<file path="src/include/idca_pkg.sv">
// Package for the input data clock alignment block: register map,
// field positions, reset values, timing figures and carrier structs.
// Assumes one reference clock domain; each mclk cycle is one reference cycle.
package idca_pkg;

	localparam int DATA_W = 16;
	localparam int FIFO_DEPTH = 8;
	localparam int REG_AW = 8;
	localparam int REG_DW = 8;

	////////////////////////////////////////////////////////////////////////
	// Register offsets.
	localparam logic [7:0] REG_DCLK_CTRL = 8'h02;
	localparam logic [7:0] REG_DCLK_DIV = 8'h03;
	localparam logic [7:0] REG_FINE_DELAY = 8'h04;
	localparam logic [7:0] REG_SHIFT = 8'h07;
	localparam logic [7:0] REG_MODE = 8'h08;
	localparam logic [7:0] REG_STATUS = 8'h09;

	// Field positions.
	localparam int FINE_DIS_BIT = 4;
	localparam int EXTRA_DIV_LSB = 4;
	localparam int FINE_CODE_LSB = 4;
	localparam int SHIFT_LSB = 0;
	localparam int MODE_INTERP_LSB = 0;
	localparam int MODE_ZSTUFF_BIT = 2;
	localparam int MODE_ILEAVE_BIT = 3;
	localparam int STAT_LOG_LSB = 0;
	localparam int STAT_INVALID_BIT = 3;
	localparam int STAT_OVF_BIT = 4;
	localparam int STAT_LOCK_BIT = 5;

	// Reset values.
	localparam logic [7:0] RST_DCLK_CTRL = 8'h00;
	localparam logic [1:0] RST_EXTRA_DIV = 2'h0;
	localparam logic [3:0] RST_FINE_CODE = 4'h0;
	localparam logic [4:0] RST_SHIFT = 5'h00;
	localparam logic [3:0] RST_MODE = 4'h0;

	// Timing figures.
	localparam int FINE_STEP_PS = 183;
	localparam logic [2:0] MAX_DIV_LOG = 3'h5;

	////////////////////////////////////////////////////////////////////////
	typedef struct packed {
		logic [REG_AW-1:0] addr;
		logic [REG_DW-1:0] wdata;
		logic wr;
		logic rd;
	} idca_reg_req_s;

	typedef struct packed {
		logic valid;
		logic [DATA_W-1:0] data;
	} idca_word_s;

endpackage : idca_pkg

</file>
<file path="src/rtl/idca_align.sv">
// Data clock generation and sync alignment for the converter input port.
// Assumes mclk is the reference clock: one mclk cycle per reference cycle.
// Pins sync_in and data_in come from outside and are synchronised here.
`timescale 1ns/1ps
import idca_pkg::*;

// Operation
// - Without sync, data clock phase against reference is undetermined.
// - Input words are captured on the rising edge of the data clock.
// - Any sync rate however slow is accepted.
// - After a valid sync edge, data is latched on the next reference edge.
// - A data clock rising edge coincides with that next reference edge.
// - At interpolation one there is no ambiguity and sync is unneeded.
// - A five-bit shift moves the capture window by whole reference cycles.
// - A four-bit code adds fine delay between reference and data clock.
// - A disable bit removes the fine delay, leaving the default path.
// - Fine delay grows linearly from 0000 to 1111, about 183 ps a step.
// - Dual port divisor is the interpolation, doubled with zero stuffing.
// - Interleaved divisor is half interpolation, or equal with stuffing.
// - Extra divider codes 00, 01, 10, 11 divide by 1, 2, 4, 1.
// - The combined divisor never exceeds 32 reference cycles.
module idca_align (
	// Clock and reset.
	input wire logic mclk,
	input wire logic nrst,
	// Register port.
	input wire idca_pkg::idca_reg_req_s reg_req,
	output logic [idca_pkg::REG_DW-1:0] reg_rdata,
	// Link from the data source.
	input wire logic sync_in,
	input wire logic [idca_pkg::DATA_W-1:0] data_in,
	output logic data_clock_out,
	output logic [4:0] fine_delay_taps,
	// Captured words towards the converter.
	output idca_pkg::idca_word_s sample_out,
	input wire logic sample_ready
);
	import idca_pkg::*;

	typedef struct packed {
		logic sync_m1;
		logic sync_m2;
		logic sync_d;
		logic sync_d2;
		logic [DATA_W-1:0] data_m1;
		logic [DATA_W-1:0] data_m2;
		logic [4:0] cnt;
		logic dclk;
		logic [4:0] taps;
		logic fine_dis;
		logic [1:0] extra_div;
		logic [3:0] fine_code;
		logic [4:0] shift;
		logic [3:0] mode;
		logic ovf;
		logic locked;
		logic [REG_DW-1:0] rdata;
	} idca_state_s;

	idca_state_s st_reg;
	idca_state_s st_next;

	logic sync_rise;
	logic invalid;
	logic [2:0] div_log;
	logic [4:0] div_mask;
	logic [4:0] half;
	logic cap;
	logic fifo_in_ready;
	logic sync_pend;
	logic fifo_out_valid;
	logic [DATA_W-1:0] fifo_out_data;
	logic [REG_DW-1:0] status;

	////////////////////////////////////////////////////////////////////////
	// Divisor from mode fields; returns log2 and flags the invalid mode.
	function automatic logic [3:0] calc_log(input logic [3:0] mode,
			input logic [1:0] xdiv);
		logic [2:0] ilog;
		logic [2:0] base;
		logic [2:0] xlog;
		logic [2:0] sum;
		logic bad;
		ilog = {1'b0, mode[MODE_INTERP_LSB +: 2]};
		bad = 1'b0;
		if (!mode[MODE_ILEAVE_BIT]) begin
			base = ilog + {2'b00, mode[MODE_ZSTUFF_BIT]};
		end else if (mode[MODE_ZSTUFF_BIT]) begin
			base = ilog;
		end else if (ilog == 3'h0) begin
			base = 3'h0;
			bad = 1'b1;
		end else begin
			base = ilog - 3'h1;
		end
		unique case (xdiv)
			2'h1: xlog = 3'h1;
			2'h2: xlog = 3'h2;
			2'h0, 2'h3: xlog = 3'h0;
		endcase
		sum = base + xlog;
		if (sum > MAX_DIV_LOG) begin
			sum = MAX_DIV_LOG;
		end
		return {bad, sum};
	endfunction : calc_log

	////////////////////////////////////////////////////////////////////////
	// Only the second sync flop and its delayed copies feed the edge detect.
	// The edge is acted on one cycle after it is first seen, so that the
	// data clock can be pulled low beforehand and shows a rise whenever the mode is valid and the divisor is above one.
	assign sync_pend = st_reg.sync_m2 & ~st_reg.sync_d;
	assign sync_rise = st_reg.sync_d & ~st_reg.sync_d2;
	assign {invalid, div_log} = calc_log(st_reg.mode, st_reg.extra_div);
	assign div_mask = 5'((6'h01 << div_log) - 6'h01);
	assign half = 5'((6'h01 << div_log) >> 1);
	// Capture on the data clock rising phase, moved by the shift field.
	assign cap = ~invalid & (st_reg.cnt == (st_reg.shift & div_mask));

	assign status = {2'b00, st_reg.locked, st_reg.ovf, invalid, div_log};

	always_comb begin
		logic [4:0] cnt_n;
		cnt_n = 5'h00;
		st_next = st_reg;
		st_next.sync_m1 = sync_in;
		st_next.sync_m2 = st_reg.sync_m1;
		st_next.sync_d = st_reg.sync_m2;
		st_next.sync_d2 = st_reg.sync_d;
		st_next.data_m1 = data_in;
		st_next.data_m2 = st_reg.data_m1;
		st_next.rdata = '0;

		// Any sync rate is fine: a slow or absent sync just leaves the
		// divider free running. At 1x the mask is zero so realigning is
		// harmless; the phase was never ambiguous there.
		if (sync_rise) begin
			cnt_n = 5'h00;
		end else begin
			cnt_n = (st_reg.cnt + 5'h01) & div_mask;
		end
		st_next.cnt = cnt_n;
		// Rising edge lands on the reference edge right after sync.
		if (invalid) begin
			st_next.dclk = 1'b0;
		end else if (div_mask == 5'h00) begin
			st_next.dclk = 1'b1;
		end else if (sync_pend) begin
			st_next.dclk = 1'b0;
		end else begin
			st_next.dclk = (cnt_n < half);
		end
		if (st_reg.fine_dis) begin
			st_next.taps = 5'h00;
		end else begin
			st_next.taps = {1'b0, st_reg.fine_code} + 5'h01;
		end
		if (reg_req.wr) begin
			unique case (reg_req.addr)
				REG_DCLK_CTRL: st_next.fine_dis = reg_req.wdata[FINE_DIS_BIT];
				REG_DCLK_DIV:
					st_next.extra_div = reg_req.wdata[EXTRA_DIV_LSB +: 2];
				REG_FINE_DELAY:
					st_next.fine_code = reg_req.wdata[FINE_CODE_LSB +: 4];
				REG_SHIFT: st_next.shift = reg_req.wdata[SHIFT_LSB +: 5];
				REG_MODE: begin
					st_next.mode = reg_req.wdata[3:0];
					st_next.locked = 1'b0;
				end
				REG_STATUS: begin
					if (reg_req.wdata[STAT_OVF_BIT]) begin
						st_next.ovf = 1'b0;
					end
				end
				default: begin
				end
			endcase
		end
		// A word lost in the same cycle as the clear still sets the flag.
		if (cap & ~fifo_in_ready) begin
			st_next.ovf = 1'b1;
		end
		// A sync edge beside a mode write still locks: the set wins.
		if (sync_rise & ~invalid) begin
			st_next.locked = 1'b1;
		end

		if (reg_req.rd) begin
			unique case (reg_req.addr)
				REG_DCLK_CTRL:
					st_next.rdata = 8'(st_reg.fine_dis) << FINE_DIS_BIT;
				REG_DCLK_DIV:
					st_next.rdata = 8'(st_reg.extra_div) << EXTRA_DIV_LSB;
				REG_FINE_DELAY:
					st_next.rdata = 8'(st_reg.fine_code) << FINE_CODE_LSB;
				REG_SHIFT: st_next.rdata = 8'(st_reg.shift) << SHIFT_LSB;
				REG_MODE: st_next.rdata = {4'h0, st_reg.mode};
				REG_STATUS: st_next.rdata = status;
				default: st_next.rdata = 8'h00;
			endcase
		end
	end

	always_ff @(posedge mclk) begin
		if (!nrst) begin
			st_reg <= '0;
			st_reg.fine_dis <= RST_DCLK_CTRL[FINE_DIS_BIT];
			st_reg.extra_div <= RST_EXTRA_DIV;
			st_reg.fine_code <= RST_FINE_CODE;
			st_reg.shift <= RST_SHIFT;
			st_reg.mode <= RST_MODE;
		end else begin
			st_reg <= st_next;
		end
	end

	////////////////////////////////////////////////////////////////////////
	// The FIFO absorbs converter stalls; a full FIFO drops and flags.
	idca_fifo #(
		.W(DATA_W),
		.D(FIFO_DEPTH)
	) u_fifo (
		.clk(mclk),
		.nrst(nrst),
		.in_valid(cap),
		.in_data(st_reg.data_m2),
		.in_ready(fifo_in_ready),
		.out_valid(fifo_out_valid),
		.out_data(fifo_out_data),
		.out_ready(sample_ready)
	);

	assign sample_out = '{valid: fifo_out_valid, data: fifo_out_data};

	assign data_clock_out = st_reg.dclk;
	assign fine_delay_taps = st_reg.taps;
	assign reg_rdata = st_reg.rdata;
endmodule : idca_align

</file>
<file path="src/rtl/idca_fifo.sv">
// Small synchronous FIFO between the capture logic and the converter.
// Assumes one clock; the drain side may stall so the FIFO really fills.
`timescale 1ns/1ps
module idca_fifo #(
	parameter int W = 16,
	parameter int D = 8
) (
	// Clock and reset.
	input wire logic clk,
	input wire logic nrst,
	// Filling side.
	input wire logic in_valid,
	input wire logic [W-1:0] in_data,
	output logic in_ready,
	// Draining side.
	output logic out_valid,
	output logic [W-1:0] out_data,
	input wire logic out_ready
);
	localparam int PW = $clog2(D);

	typedef struct packed {
		logic [D-1:0][W-1:0] mem;
		logic [PW-1:0] wp;
		logic [PW-1:0] rp;
		logic [PW:0] cnt;
	} idca_fifo_s;

	idca_fifo_s fifo_reg;
	idca_fifo_s fifo_next;
	logic push;
	logic pop;

	assign in_ready = (fifo_reg.cnt != (PW+1)'(D));
	assign out_valid = (fifo_reg.cnt != '0);
	assign out_data = fifo_reg.mem[fifo_reg.rp];
	assign push = in_valid & in_ready;
	assign pop = out_valid & out_ready;

	always_comb begin
		fifo_next = fifo_reg;
		if (push) begin
			fifo_next.mem[fifo_reg.wp] = in_data;
			fifo_next.wp = fifo_reg.wp + 1'b1;
		end
		if (pop) begin
			fifo_next.rp = fifo_reg.rp + 1'b1;
		end
		fifo_next.cnt = fifo_reg.cnt + (PW+1)'(push) - (PW+1)'(pop);
	end

	always_ff @(posedge clk) begin
		if (!nrst) begin
			fifo_reg <= '0;
		end else begin
			fifo_reg <= fifo_next;
		end
	end

endmodule : idca_fifo

</file>
<file path="config.mk">
export PLATFORM = sky130hd
export DESIGN_NAME = idca_align
export DESIGN_NICKNAME = d
export VERILOG_FILES = /design/src/include/idca_pkg.sv /design/src/rtl/idca_align.sv /design/src/rtl/idca_fifo.sv
export SDC_FILE = /design/constraint.sdc
export NUM_CORES = 1
export LEC_CHECK = 0
export BUFFER_PORTS_ARGS = -buffer_cell sky130_fd_sc_hd__buf_2
export CAP_MARGIN = 20
export CORE_UTILIZATION = 60
export DETAILED_ROUTE_END_ITERATION = 8
export GPL_ROUTABILITY_DRIVEN = 1
export MAX_ROUTING_LAYER = met4
export PLACE_DENSITY = 0.8
export RECOVER_POWER = 50
export SETUP_SLACK_MARGIN = 0.15
export SLEW_MARGIN = 20
export SYNTH_ARGS = -nofsm -noshare
export SYNTH_HDL_FRONTEND = slang
export SYNTH_HIERARCHICAL = 1
export SYNTH_SLANG_ARGS = --single-unit
</file>
<file path="constraint.sdc">
create_clock -name mclk -period 6.09 [get_ports mclk]
set_input_delay 0 -clock mclk [delete_from_list [all_inputs] [get_ports mclk]]
set_output_delay 0 -clock mclk [all_outputs]
set_load 0.005 [all_outputs]
</file>
Yosys cells after proc, flatten, opt, wreduce, memory -nomap -nowiden
Cells that the tools add are included.

Register bits after elaboration: 211. Latch bits: 0. Memory bits (writable): 0. Bits in read-only memories: 0. Input bits: 38. Memories: 0.

$add $sub $neg: 10. Multiply operators: 0. Div/mod/pow operators: 0. Magnitude comparators: 5. Equal/unequal tests: 11. Shift-type cells: 1. Mux-type cells: 23. Bitwise operators: 14. Reductions and logical operators: 21.

Operators with widths (number): 128-bit bitwise mux (1); 16-bit binary-select mux with 3-bit select (1); 16-bit demux with 3-bit select (1); 8-bit case mux with 6 select lines (1); 16-bit two-way mux (2); 8-bit by 2-bit == test with 1-bit output, second input constant (2); 8-bit by 3-bit == test with 1-bit output, second input constant (2); 8-bit by 4-bit == test with 1-bit output, second input constant (2); 2-bit AND reduction (7); 3-bit two-way mux (4); 5-bit bitwise AND (2); 1-bit two-way mux (10); 2-bit nonzero test (5); 3-bit case mux with 3 select lines (1); 3-bit by 4-bit < comparator with 1-bit output, second input constant (2); 1-bit bitwise AND (7); 3-bit by 1-bit adder with 3-bit output, second input constant (2); 2-bit OR reduction (3); 1-bit by 3-bit << shifter with 6-bit output, first input constant (1); 4-bit by 1-bit adder with 5-bit output, second input constant (1); 5-bit by 1-bit adder with 5-bit output, second input constant (1); 5-bit == test (1); 5-bit zero test (1); 5-bit < comparator (1); 18 further kinds (24).

Logic depth before layout (Yosys ltp)
Gate-level depths: netlist (run 1).

Depth in word-level cells: 15. Mapped depth: 20. Depth with buffers taken out: 19.

Hierarchy
The synthesis (run 1) kept the hierarchy.

By module, submodules not included: idca_fifo (instances 1, cells an instance 563, area each 6174.7 um2); idca_align (instances 1, cells an instance 323, area each 3131.8 um2).

Worst setup path before layout (run 1)
Ideal clock, no wire load.

Path type: reg2reg. Start: reg st_reg[10] (netlist bit). End: reg u_fifo/fifo_reg[2] (netlist bit). Arrival time: 4290 ps. Slack: 1685 ps. Stages on the path, launching flop included: 18. Buffers on the path: 0. Clock period less this slack: 4405 ps. Path through: dfxtp_1 ha_1 ha_1 o2bb2ai_1 fa_1 xnor2_2 a21oi_1 or4_4 nor3b_1 and2_1 inv_1 ha_1 inv_1 ha_1 inv_1 fa_1 xnor2_1 and2_1.

Cells in the longest elaborated chain, start to end: 15.

RTL lines: from (decl) (line idca_align.sv:60) `idca_state_s st_reg;`; from (signal assigned) (line idca_align.sv:213) `st_reg <= st_next;`; 2-bit by 1-bit subtractor with 3-bit output / 2-bit zero test (equally long branches) (line idca_align.sv:94, idca_align.sv:90); 3-bit two-way mux (line idca_align.sv:90) `end else if (ilog == 3'h0) begin`; 3-bit two-way mux (line idca_align.sv:88) `end else if (mode[MODE_ZSTUFF_BIT]) begin`; 3-bit two-way mux (line idca_align.sv:86) `if (!mode[MODE_ILEAVE_BIT]) begin`; 3-bit adder (line idca_align.sv:101) `sum = base + xlog;`; 3-bit greater-than comparator (line idca_align.sv:102) `if (sum > MAX_DIV_LOG) begin`; 3-bit two-way mux (line idca_align.sv:102); 1-bit by 3-bit << shifter with 6-bit output; 5-bit by 1-bit subtractor with 5-bit output (line idca_align.sv:115) `assign div_mask = 5'((6'h01 << div_log) - 6'h01);`; 5-bit bitwise AND (line idca_align.sv:118) `assign cap = ~invalid & (st_reg.cnt == (st_reg.shift & div_mask));`; 5-bit == test (line idca_align.sv:118); 1-bit bitwise AND (*) (line idca_align.sv:118); net cap (line idca_align.sv:68) `logic cap;`; 1-bit bitwise AND (*) (line idca_fifo.sv:37) `assign push = in_valid & in_ready;`; 4-bit by 1-bit adder with 4-bit output (*) (line idca_fifo.sv:49) `fifo_next.cnt = fifo_reg.cnt + (PW+1)'(push) - (PW+1)'(pop);`; 4-bit by 1-bit subtractor with 4-bit output (*) (line idca_fifo.sv:49); to (signal assigned) (line idca_fifo.sv:56) `fifo_reg <= fifo_next;`; to (decl) (line idca_fifo.sv:29) `idca_fifo_s fifo_reg;`.

The timed path passes the listed nets; every way through them passes the cells marked *. A chain may end at the register's enable or synchronous reset.

Worst setup path after layout (run 1)
Start: reg st_reg[12] (netlist bit). End: reg u_fifo/fifo_reg[122] (netlist bit).

Cells in the longest elaborated chain, start to end: 11.

RTL lines (line): 2-bit by 1-bit adder with 3-bit output / 3-bit two-way mux (equally long branches) (idca_align.sv:87, idca_align.sv:88); 3-bit two-way mux (idca_align.sv:86); 3-bit adder (idca_align.sv:101); 3-bit greater-than comparator (idca_align.sv:102); 3-bit two-way mux (idca_align.sv:102); 1-bit by 3-bit << shifter with 6-bit output; 5-bit by 1-bit subtractor with 5-bit output (idca_align.sv:115); 5-bit bitwise AND (idca_align.sv:118); 5-bit == test (idca_align.sv:118); 1-bit bitwise AND (*) (idca_align.sv:118); net cap (idca_align.sv:68); 1-bit bitwise AND (*) (idca_fifo.sv:37).

Marks and branches as above.

==> results of run 1 <==
-- where the power goes --
part / internal [mW] / total [mW] / switching (mW)
clock: 0.938 / 1.48 / 0.539
combinational: 0.303 / 0.583 / 0.280
sequential: 1.45 / 1.57 / 0.116
total: 2.69 / 3.63 / 0.935
-- synthesized netlist by cell type, drive strengths merged (2+ instances only) --
library cell,instances,share of area [%]
a211oi,3,0.24
a21boi,10,0.81
a21o,2,0.16
a21oi,12,0.65
and2,43,2.9
buf,38,3.1
clkbuf,31,1.3
dfxtp,211,45
fa,2,0.43
ha,17,2.3
inv,15,0.60
mux2,16,1.9
mux2i,141,15
mux4,32,7.7
nand2,179,7.2
nand2b,5,0.34
nand3,16,0.86
nand4,2,0.13
nand4bb,2,0.24
nor2,23,1.1
nor2b,16,1.2
nor3,4,0.32
nor3b,6,0.48
nor4b,6,0.79
o21ai,11,0.59
o31ai,3,0.30
or3,3,0.26
or4,5,0.48
or4b,3,0.36
xnor2,7,0.74
xor2,5,0.55
-- stage by stage --
step | hold slack [ns] | setup slack (ns)
global route | 0.0373 | 0.433
CTS | 0.00569 | 1.20
finish | 0.00310 | 0.819
floorplan | 0.127 | 1.68
detailed placement | 0.208 | 1.33
global placement | 0.207 | 1.40
-- worst max path at each step --
stage	to	slack, ns	cells past startpoint	from
2_1_floorplan	u_fifo/fifo_reg[2]$_SDFF_PN0_	1.68	17	st_reg[10]$_SDFFE_PN0P_
3_3_place_gp	u_fifo/fifo_reg[50]$_SDFFE_PN0P_	1.40	11	st_reg[10]$_SDFFE_PN0P_
3_5_place_dp	u_fifo/fifo_reg[32]$_SDFFE_PN0P_	1.33	11	st_reg[10]$_SDFFE_PN0P_
4_1_cts	u_fifo/fifo_reg[30]$_SDFFE_PN0P_	1.20	12	st_reg[12]$_SDFFE_PN0P_
5_1_grt	u_fifo/fifo_reg[125]$_SDFFE_PN0P_	0.43	13	st_reg[12]$_SDFFE_PN0P_
6_report	u_fifo/fifo_reg[122]$_SDFFE_PN0P_	0.82	13	st_reg[12]$_SDFFE_PN0P_
-- per-layer routing --
| layer | track usage (%) | vias to the layer above |
|---|---|---|
| li1 | - | 3153 |
| met1 | 33.0 | 3191 |
| met2 | 42.0 | 136 |
| met3 | 3.46 | 32 |
| met4 | 6.31 | 0 |
| met5 | - | - |
-- cells by family (layout without fill, tap and decap cells) --
kind of cell / Yosys count / count (layout) / share of synthesized area (%)
compound gates: 51 / 51 / 3.64
buf+inv: 84 / 158 / 4.91
flops: 211 / 211 / 45.4
fa+ha+maj: 19 / 19 / 2.72
mux: 189 / 189 / 24.8
simple gates: 320 / 320 / 17.2
xor+xnor: 12 / 12 / 1.29
-- cell type report --
cell class / count / area (um2)
sequential: 211 / 4230
timing repair buffer: 106 / 679
clock inverter: 7 / 144
fill: 1111 / 4550
tap: 188 / 235
clock buffer: 30 / 672
inverter: 15 / 56.3
multi-input combinational: 591 / 4580
-- cells in the final DEF, fill, tap and decap left out, types with 2 or more instances in the layout --
| master | Yosys | layout |
|---|---|---|
| sky130_fd_sc_hd__dfxtp_1 | 211 | 210 |
| sky130_fd_sc_hd__nand2_1 | 179 | 179 |
| sky130_fd_sc_hd__mux2i_1 | 141 | 141 |
| sky130_fd_sc_hd__buf_2 | 11 | 54 |
| sky130_fd_sc_hd__mux4_2 | 32 | 32 |
| sky130_fd_sc_hd__dlygate4sd3_1 | 0 | 30 |
| sky130_fd_sc_hd__and2_1 | 43 | 29 |
| sky130_fd_sc_hd__nor2_1 | 21 | 23 |
| sky130_fd_sc_hd__clkbuf_16 | 0 | 23 |
| sky130_fd_sc_hd__ha_1 | 17 | 17 |
| sky130_fd_sc_hd__nand3_1 | 16 | 16 |
| sky130_fd_sc_hd__clkbuf_1 | 31 | 16 |
| sky130_fd_sc_hd__inv_1 | 15 | 15 |
| sky130_fd_sc_hd__nor2b_1 | 15 | 15 |
| sky130_fd_sc_hd__mux2_2 | 16 | 15 |
| sky130_fd_sc_hd__and2_0 | 0 | 14 |
| sky130_fd_sc_hd__a21oi_1 | 12 | 12 |
| sky130_fd_sc_hd__o21ai_0 | 11 | 11 |
| sky130_fd_sc_hd__a21boi_0 | 10 | 10 |
| sky130_fd_sc_hd__xnor2_1 | 6 | 7 |
| sky130_fd_sc_hd__clkbuf_8 | 0 | 7 |
| sky130_fd_sc_hd__nor3b_1 | 6 | 6 |
| sky130_fd_sc_hd__xor2_1 | 4 | 5 |
| sky130_fd_sc_hd__or4_1 | 3 | 5 |
| sky130_fd_sc_hd__nand2b_1 | 5 | 5 |
| sky130_fd_sc_hd__nor4b_1 | 4 | 5 |
| sky130_fd_sc_hd__buf_4 | 20 | 5 |
| sky130_fd_sc_hd__bufinv_16 | 0 | 4 |
| sky130_fd_sc_hd__a211oi_1 | 3 | 3 |
| sky130_fd_sc_hd__nor3_1 | 2 | 2 |
| sky130_fd_sc_hd__nand4bb_1 | 2 | 2 |
| sky130_fd_sc_hd__o31ai_1 | 2 | 2 |
| sky130_fd_sc_hd__nand4_1 | 2 | 2 |
| sky130_fd_sc_hd__a21o_1 | 2 | 2 |
| sky130_fd_sc_hd__fa_1 | 2 | 2 |
| sky130_fd_sc_hd__clkinvlp_4 | 0 | 2 |
| sky130_fd_sc_hd__or3_1 | 2 | 2 |
-- worst register-to-register path, delay by kind of cell, from the launching register on --
family,cells,cell delay (ns)
adders and majority gates,3,0.96
AOI/OAI and AO/OA,2,0.18
muxes,1,0.24
xor gates and xnor gates,1,0.68
DFF,1,0.42
buffers and inverters,1,0.39
and+or+nand+nor,5,2.29
==> results_dict.tcl, run 1 <==
set metrics [dict create \
    final_weighted_congestion_in_routability_driven_placement 0.852 \
    drtPass1Iterations 5 \
    leading_register_cell_type_out_of_synthesis "sky130_fd_sc_hd__dfxtp_1" \
    cts_buffer_depth 3 \
    worstPathBufferInverterCount 1 \
    final_period_minus_worst_setup_slack_ns 5.27 \
    post_synth_inst_count 886 \
    crit-reg2reg-capture "u_fifo/fifo_reg[122]$_SDFFE_PN0P_" \
    die_area_um2 16000 \
    antenna_diode_count 0 \
    hold_end "reg_rdata[0]$_SDFF_PN0_" \
    setup_fix_bufs_post_cts 0 \
    detailed_router_s_first_iteration_violation_count 366 \
    hold_violations 0 \
    routed-via-count 6512 \
    timing.reg2reg.worst_path_depth 13 \
    reg2reg_setup_slack_ns 0.82 \
    wl_met1_mm 8.68 \
    synth.lib_cells_used.distinct 62 \
    synthesis.nets 943 \
    timing.hold.worst.class "in2reg" \
    cts-root-buf "sky130_fd_sc_hd__clkbuf_16" \
    fp.dieW_um 127 \
    gr_ovfl_total 0 \
    critical_path_class "reg2reg" \
    worst_hold_path.num_cells 3 \
    final_antenna_net_count 0 \
    status "finished, violations left" \
    max_freq_ghz 0.190 \
    layout.cell_area.non_filler_um2 10600 \
    areaGrowthSynthToFinish_pct 13.8 \
    maximum_number_of_pins_on_one_net_before_global_route_repair 147 \
    critPathMaxStageDelay_ns 0.82 \
    core-area_um2 15100 \
    initial_core_util_pct 61.4 \
    worst_path_max_delay_cell "sky130_fd_sc_hd__nor3_2" \
    post-layout-total-power_mw 3.63 \
    path_max_fanout 10 \
    port_buffers 68 \
    dpl_cell_area_um2 9580 \
    worst-endpoint-arrival_ns 5.67 \
    grt_setup_unrepaired "no" \
    r2r_start "st_reg[12]$_SDFFE_PN0P_" \
    vias_per_cell 5.67 \
    power.ir.vdd_worst_uv 228 \
    clock-skew-final_ns 0.0151 \
    finalNetCount 1004 \
    route.met3.wl_um 740 \
    grt_antenna_before_repair 0 \
    timing.critical_path.from_type "flip-flop" \
    cts_hold_buffers 30 \
    tritoncts_clock_tree "built" \
    worstSetupEndpointType "flip-flop" \
    post_layout_nonfiller_instances 1148 \
    synthesis_stage_register_bit_count 211 \
    cp_cell_sequence "ha_1 -> nor2_1 -> a31oi_1 -> ha_1 -> fa_1 -> xnor2_1 -> a21oi_1 -> or4_1 -> nor3b_1 -> nand2_1 -> nor3_2 -> buf_4 -> mux2i_1" \
    final.setup.tns_ns 0 \
    chipHeight_um 127 \
    placed_cells 1081 \
    finalMaxSlewViolations 111 \
    post_route_cells_drive_above_1_share_pct 16.0 \
    track_usage_pct 25.4 \
    worst_skew_pair.late_latency_ns 0.50 \
    synth_enable_flop_cells 0 \
    postRouteWirelength_mm 19.2 \
    power-per-cell-area_nw_per_um2 342 \
    synth.avg_cell_area_um2 10.5 \
    hp-start "reg_req[0]" \
    wl_met2_mm 9.41 \
    drt_drc_violations_left 0 \
    post_synth_instance_area_um2 9310 \
    dpl.hpwl_mm 11.6 \
    top_level_ports 69 \
    clkSinkCount 211 \
    post-route-period-util_pct 86.5 \
    drv.max_cap_violation_count 2 \
    path_clk_slew_ns 0.07 \
    power_leakage_nw 4.18 \
    cp.required_ns 6.49 \
    finalCoreUtilization_pct 69.9 \
    worst_path_dominant_cell_family "simple AND/OR/NAND/NOR gates" \
    slew-limit-headroom_pct -99.8 \
    finalSetupViolations 0 \
    synth.yosys.seq_area_share_pct 45.4 \
    fp-row-count 45 \
    dr.max_layer_used "met4" \
    violations "capacitance limit, slew limit" \
    synth_warnings 6 \
    largest_register_ffs 138 \
    grt_pass1_wl_mm 31.9 \
    critPathMostFrequentCell "sky130_fd_sc_hd__ha_1" \
    timing_worst_slew_pin_value_ns 3.00 \
    via_count_of_the_first_global_routing_pass 6405 \
    async_flop_share_pct 0 \
    routed_wire_length_per_instance_um 16.7 \
    htree_num_levels 1 \
    cts_resized 0 \
    tritoncts.num_buffers 22 \
]
Note: power is estimated with default switching activity, not from simulation.
==> inputs of run 2 (changes only) <==
Settings changed: CAP_MARGIN 20 to not set, CORE_UTILIZATION 60 to 62, CTS_BUF_LIST set to sky130_fd_sc_hd__clkbuf_2 sky130_fd_sc_hd__clkbuf_4 sky130_fd_sc_hd__clkbuf_8, PLACE_DENSITY 0.8 to 0.82.
==> run 2 against run 1 <==
  * The run still ends with capacitance limit, slew limit left
  * Global-route usage rose by 1.4 points
  * Sequential share of layout area fell by 0.061 points
  * Largest power group unchanged
  * Combinational power rose by 11%
  * Sequential power fell by 3%
  * Core utilization rose by 2.7 points
  * Fmax rose by 0.79%
  * Cell area barely moved
  * Die area fell by 3.2%
  * Critical path type unchanged
  * Clock power fell by 16%
==> results_dict.tcl, run 2 (synthesis results as in run 1) <==
set metrics [dict create \
    drtPass1Iterations 5 \
    final.setup.tns_ns 0 \
    post_route_cells_drive_above_1_share_pct 18.1 \
    finalSetupViolations 0 \
    finalNetCount 1027 \
    tritoncts_clock_tree "built" \
    worstSetupEndpointType "flip-flop" \
    number_of_inserted_filler_cells_in_the_final_layout 1052 \
    fp-row-count 44 \
    detailed_router_s_first_iteration_violation_count 508 \
    largest_register_ffs 138 \
    worst_path_max_delay_cell "sky130_fd_sc_hd__clkbuf_1" \
    cp_cell_sequence "ha_1 -> ha_1 -> o2bb2ai_1 -> fa_1 -> xnor2_1 -> a21oi_1 -> or4_1 -> nor3b_1 -> nand2_1 -> nor4b_1 -> clkbuf_1 -> mux2i_1" \
    timing_worst_slew_pin_value_ns 3.49 \
    power-per-cell-area_nw_per_um2 322 \
    areaGrowthSynthToFinish_pct 13.9 \
    critical_path_class "reg2reg" \
    grt_antenna_before_repair 0 \
    power.ir.vdd_worst_uv 251 \
    cts-root-buf "sky130_fd_sc_hd__clkbuf_8" \
    gr_ovfl_total 0 \
    vias_per_cell 5.61 \
    power_leakage_nw 4.23 \
    clkSinkCount 211 \
    timing.hold.worst.class "in2reg" \
    final_antenna_net_count 0 \
    drt_drc_violations_left 0 \
    htree_num_levels 2 \
    worst-endpoint-arrival_ns 5.67 \
    slew-limit-headroom_pct -133 \
    chipHeight_um 125 \
    layout.cells.most_common_list "sky130_fd_sc_hd__dfxtp_1, sky130_fd_sc_hd__nand2_1, sky130_fd_sc_hd__mux2i_1" \
    status "finished, violations left" \
    timing.critical_path.from_type "flip-flop" \
    post-place-ws_ns 1.27 \
    final_weighted_congestion_in_routability_driven_placement 0.850 \
    core-area_um2 14600 \
    routed_wire_length_per_instance_um 16.6 \
    port_buffers 68 \
    cp.required_ns 6.53 \
    post-route-period-util_pct 85.9 \
    top_level_ports 69 \
    final_period_minus_worst_setup_slack_ns 5.23 \
    critPathMostFrequentCell "sky130_fd_sc_hd__ha_1" \
    drv.max_cap_violation_count 2 \
    violations "capacitance limit, slew limit" \
    clock-skew-final_ns 0.0119 \
    maximum_number_of_pins_on_one_net_before_global_route_repair 131 \
    die_area_um2 15500 \
    grt_setup_unrepaired "no" \
    fp.dieW_um 125 \
    initial_core_util_pct 63.8 \
    via_count_of_the_first_global_routing_pass 6700 \
    hold_violations 0 \
    cts_buffer_depth 3 \
    finalMaxSlewViolations 127 \
    postRouteWirelength_mm 19.6 \
    max_freq_ghz 0.191 \
    critPathMaxStageDelay_ns 0.67 \
    setup_fix_bufs_post_cts 0 \
    path_max_fanout 10 \
    routed-via-count 6601 \
    cts_resized 0 \
    track_usage_pct 26.7 \
    tritoncts.num_buffers 35 \
    mostFrequentLayoutCell "sky130_fd_sc_hd__dfxtp_1" \
    path_clk_slew_ns 0.06 \
    postLayoutSetupSlackWorst_ns 0.860 \
    dpl.hpwl_mm 11.7 \
    antenna_diode_count 0 \
    worst_skew_pair.late_latency_ns 0.52 \
    grt_pass1_wl_mm 32.7 \
]
run 2: changes by cell type in the layout (fill, tap and decap cells not counted), moves of 3 or more:
cell,before,now
sky130_fd_sc_hd__clkbuf_16,23,0
sky130_fd_sc_hd__clkbuf_4,0,9
sky130_fd_sc_hd__bufinv_16,4,0
sky130_fd_sc_hd__dlygate4sd3_1,30,40
sky130_fd_sc_hd__clkinv_2,0,5
sky130_fd_sc_hd__buf_2,54,57
sky130_fd_sc_hd__clkbuf_1,16,13
sky130_fd_sc_hd__clkbuf_8,7,43
run 2: report_power, final:
group	leakage [nW]	total [mW]	internal, mW	switching [mW]
combinational	2.14	0.648	0.310	0.338
sequential	1.71	1.52	1.45	0.0706
clock	0.375	1.24	0.693	0.548
run 2: repair_timing:
action | 4_1_cts | 5_1_grt
hold endpoints to repair | 45 | 0
hold buffers | 40 | 0
setup endpoints to repair | 0 | 0
run 2: final cells by class:
cell class / instances / area [um2] / area share, %
clock buffer: 52 / 659 / 6.22
clock inverter: 7 / 41.3 / 0.389
inverter: 15 / 56.3 / 0.531
multi-input combinational: 591 / 4610 / 43.5
sequential: 211 / 4230 / 39.8
tap: 184 / 230 / 2.17
timing repair buffer: 116 / 783 / 7.39
run 2: final timing paths:
kind	startpoint	endpoint	slack [ns]	cells after the start
setup / recovery	st_reg[10]$_SDFFE_PN0P_	u_fifo/fifo_reg[112]$_SDFFE_PN0P_	0.86	12
hold / removal	nrst	st_reg[15]$_SDFFE_PN0P_	0.04	2
setup reg to reg	st_reg[10]$_SDFFE_PN0P_	u_fifo/fifo_reg[112]$_SDFFE_PN0P_	0.86	12
hold reg to reg	st_next[46]$_SDFF_PN0_	st_reg[46]$_SDFF_PN0_	0.43	1
run 2: worst max-delay path, delay by kind of cell (launching register included):
family | cells | cell delay (ns)
multiplexers | 1 | 0.28
XOR/XNOR | 1 | 0.65
flip-flops | 1 | 0.35
adder cells (fa/ha/maj) | 3 | 1.02
AND/OR/NAND/NOR | 4 | 1.90
AO/OA/AOI/OAI | 2 | 0.28
buffers and inverters | 1 | 0.67
run 2: routing by layer:
layer	vias to the layer above	GRT usage (%)	part of all wire (%)
li1	3207	-	-
met1	3190	34.7	46
met2	160	41.6	47
met3	44	4.21	4.4
met4	0	11.4	2.8
met5	-	-	0
run 2: metrics by stage:
stage	hold slack, ns	utilization, %	cell area (um2)	power [mW]	std cells
2_1_floorplan	0.127	-	9310	2.06	886
5_1_grt	0.0922	72.7	10600	3.56	1176
4_1_cts	0.0318	73.1	10700	3.44	1176
6_report	0.0373	72.7	10600	3.41	1176
3_3_place_gp	0.208	65.6	9570	2.17	1077
3_5_place_dp	0.209	65.6	9570	2.18	1077
==> inputs of run 3 (changes only) <==
Settings changed: BUFFER_PORTS_ARGS -buffer_cell sky130_fd_sc_hd__buf_2 to -buffer_cell sky130_fd_sc_hd__buf_4, CORE_MARGIN set to 1.5.
==> run 3 against run 2 <==
  * The flow still finishes with violations (capacitance limit, slew limit)
  * Total power decreased by 0.27%
  * Sequential share of layout area down 0.55 points
  * Core utilization up 1.0 points
  * Non-clock buffer count decreased by 2
  * Cell area grew 1.4%
==> results_dict.tcl, run 3 (synthesis results as in run 1) <==
set metrics [dict create \
    final.setup.tns_ns 0 \
    power.clock.fraction_pct 36.1 \
    cts_resized 0 \
    routed-via-count 6551 \
    post-route-period-util_pct 84.9 \
    slew-limit-headroom_pct -178 \
    number_of_inserted_filler_cells_in_the_final_layout 1014 \
    tritoncts_clock_tree "built" \
    timing.hold.worst.class "in2reg" \
    grt_setup_unrepaired "no" \
    finalNetCount 1025 \
    netSwitchingPower_uw 920 \
    critPathMostFrequentCell "sky130_fd_sc_hd__ha_1" \
    worst_skew_pair.late_latency_ns 0.51 \
    hold_violations 0 \
    dpl.hpwl_mm 11.7 \
    cp.required_ns 6.50 \
    post_route_cells_drive_above_1_share_pct 18.5 \
    cp_cell_sequence "ha_1 -> nor2_1 -> a31oi_1 -> ha_1 -> fa_1 -> xnor2_1 -> a21oi_1 -> or4_1 -> nor3b_1 -> nand2_1 -> nor4b_2 -> clkbuf_1 -> mux2i_1" \
    track_usage_pct 25.1 \
    seqCellArea_um2 4230 \
    grt_antenna_before_repair 0 \
    path_max_fanout 10 \
    final_period_minus_worst_setup_slack_ns 5.17 \
    worstPathBufferInverterCount 1 \
    timing.critical_path.from_type "flip-flop" \
    postLayoutSetupSlackWorst_ns 0.919 \
    routed_wire_length_per_instance_um 16.0 \
    core-area_um2 14600 \
    path_clk_slew_ns 0.06 \
    layout.cells.most_common_list "sky130_fd_sc_hd__dfxtp_1, sky130_fd_sc_hd__nand2_1, sky130_fd_sc_hd__mux2i_1" \
    drtPass1Iterations 5 \
    vias_per_cell 5.59 \
    cts-root-buf "sky130_fd_sc_hd__clkbuf_8" \
    worst-endpoint-arrival_ns 5.58 \
    top_level_ports 69 \
    finalMaxSlewViolations 138 \
    largest_register_ffs 138 \
    swShare_pct 27.1 \
    final_weighted_congestion_in_routability_driven_placement 0.875 \
    critical_path_class "reg2reg" \
    finalCoreUtilization_pct 73.7 \
    areaGrowthSynthToFinish_pct 15.5 \
    post-place-ws_ns 1.30 \
    power-per-cell-area_nw_per_um2 316 \
    htree_num_levels 2 \
    postRouteWirelength_mm 18.8 \
    status "finished, violations left" \
    port_buffers 68 \
    finalSetupViolations 0 \
    intPower_mw 2.48 \
    chipHeight_um 126 \
    worst_path_max_delay_cell "sky130_fd_sc_hd__xnor2_1" \
    timing_worst_slew_pin_value_ns 4.17 \
    power.share.combinational_pct 18.9 \
    seq_power_share_pct 44.9 \
    mostFrequentLayoutCell "sky130_fd_sc_hd__dfxtp_1" \
    clock-skew-final_ns 0.0151 \
    detailed_router_s_first_iteration_violation_count 328 \
    drv.max_cap_violation_count 2 \
    cts_buffer_depth 3 \
    fp.dieW_um 126 \
    via_count_of_the_first_global_routing_pass 6485 \
    fin_worst_hold_slack_ns 0.0519 \
    drt_drc_violations_left 0 \
    maximum_number_of_pins_on_one_net_before_global_route_repair 114 \
    critPathMaxStageDelay_ns 0.68 \
    die_area_um2 15800 \
    power_leakage_nw 4.25 \
    grt_pass1_wl_mm 31.5 \
    clkSinkCount 211 \
    antenna_diode_count 0 \
    violations "capacitance limit, slew limit" \
    fp-row-count 44 \
    final_antenna_net_count 0 \
    initial_core_util_pct 63.8 \
    power.ir.vdd_worst_uv 174 \
    max_freq_ghz 0.193 \
    worstSetupEndpointType "flip-flop" \
    multi_input_comb_area_um2 4610 \
    worst_path_dominant_cell_family "simple AND/OR/NAND/NOR gates" \
    gr_ovfl_total 0 \
    tritoncts.num_buffers 35 \
]
[run 3: cell count changes in the layout (fill, tap and decap cells not counted), sizes merged]
cell         before  now
clkbuf           65   96
buf              63   34
clkinv            5    1
dlygate4sd3      40   38
[run 3: repair_timing]
item / 4_1_cts / 5_1_grt
hold endpoints to repair: 45 / 0
buffers inserted: 0 / 0
hold buffers: 38 / 0
[run 3: final timing paths]
check                           cells after the start                                 to  slack, ns               startpoint
worst min register to register                      1              st_reg[37]$_SDFF_PN0_       0.42   st_next[37]$_SDFF_PN0_
worst min-delay path                                5            st_reg[15]$_SDFFE_PN0P_       0.05               reg_req[1]
worst max register to register                     13  u_fifo/fifo_reg[117]$_SDFFE_PN0P_       0.92  st_reg[10]$_SDFFE_PN0P_
worst max-delay path                               13  u_fifo/fifo_reg[117]$_SDFFE_PN0P_       0.92  st_reg[10]$_SDFFE_PN0P_
[run 3: final cells by class]
class,count,share of cell area (%)
clock buffer,54,6.33
clock inverter,3,0.198
inverter,15,0.524
multi-input combinational,591,42.9
sequential,211,39.3
tap,184,2.14
timing repair buffer,114,8.63
[run 3: worst reg2reg max path: stages, from the launching register on]
cell and delay (ns):
sky130_fd_sc_hd__dfxtp_1 0.43, sky130_fd_sc_hd__ha_1 0.27, sky130_fd_sc_hd__nor2_1 0.09, sky130_fd_sc_hd__a31oi_1 0.05
sky130_fd_sc_hd__ha_1 0.22, sky130_fd_sc_hd__fa_1 0.48, sky130_fd_sc_hd__xnor2_1 0.68, sky130_fd_sc_hd__a21oi_1 0.13
sky130_fd_sc_hd__or4_1 0.57, sky130_fd_sc_hd__nor3b_1 0.59, sky130_fd_sc_hd__nand2_1 0.29, sky130_fd_sc_hd__nor4b_2 0.34
sky130_fd_sc_hd__clkbuf_1 0.65, sky130_fd_sc_hd__mux2i_1 0.29
[run 3: power by group through the flow]
stage	Clock, mW	Combinational, mW	Sequential [mW]
after floorplan	0	0.549	1.51
after global placement	0	0.622	1.56
after detailed placement	0	0.627	1.56
after CTS	1.26	0.647	1.53
after global routing	1.32	0.695	1.54
final	1.23	0.644	1.53
[run 3: through the flow]
stage / area [um2] / power, mW / instances
after floorplan: 9310 / 2.06 / 886
after global placement: 9740 / 2.18 / 1077
after detailed placement: 9740 / 2.18 / 1077
after CTS: 10800 / 3.44 / 1172
after global routing: 10800 / 3.56 / 1172
final: 10800 / 3.40 / 1172
[run 3: per-layer routing]
| metal | vias to the layer above | routed length (um) | track usage (%) |
|---|---|---|---|
| met4 | 0 | 451 | 9.49 |
| met2 | 163 | 8700 | 38.9 |
| met3 | 35 | 765 | 3.77 |
| li1 | 3205 | - | - |
| met5 | - | 0 | - |
| met1 | 3148 | 8850 | 33.4 |
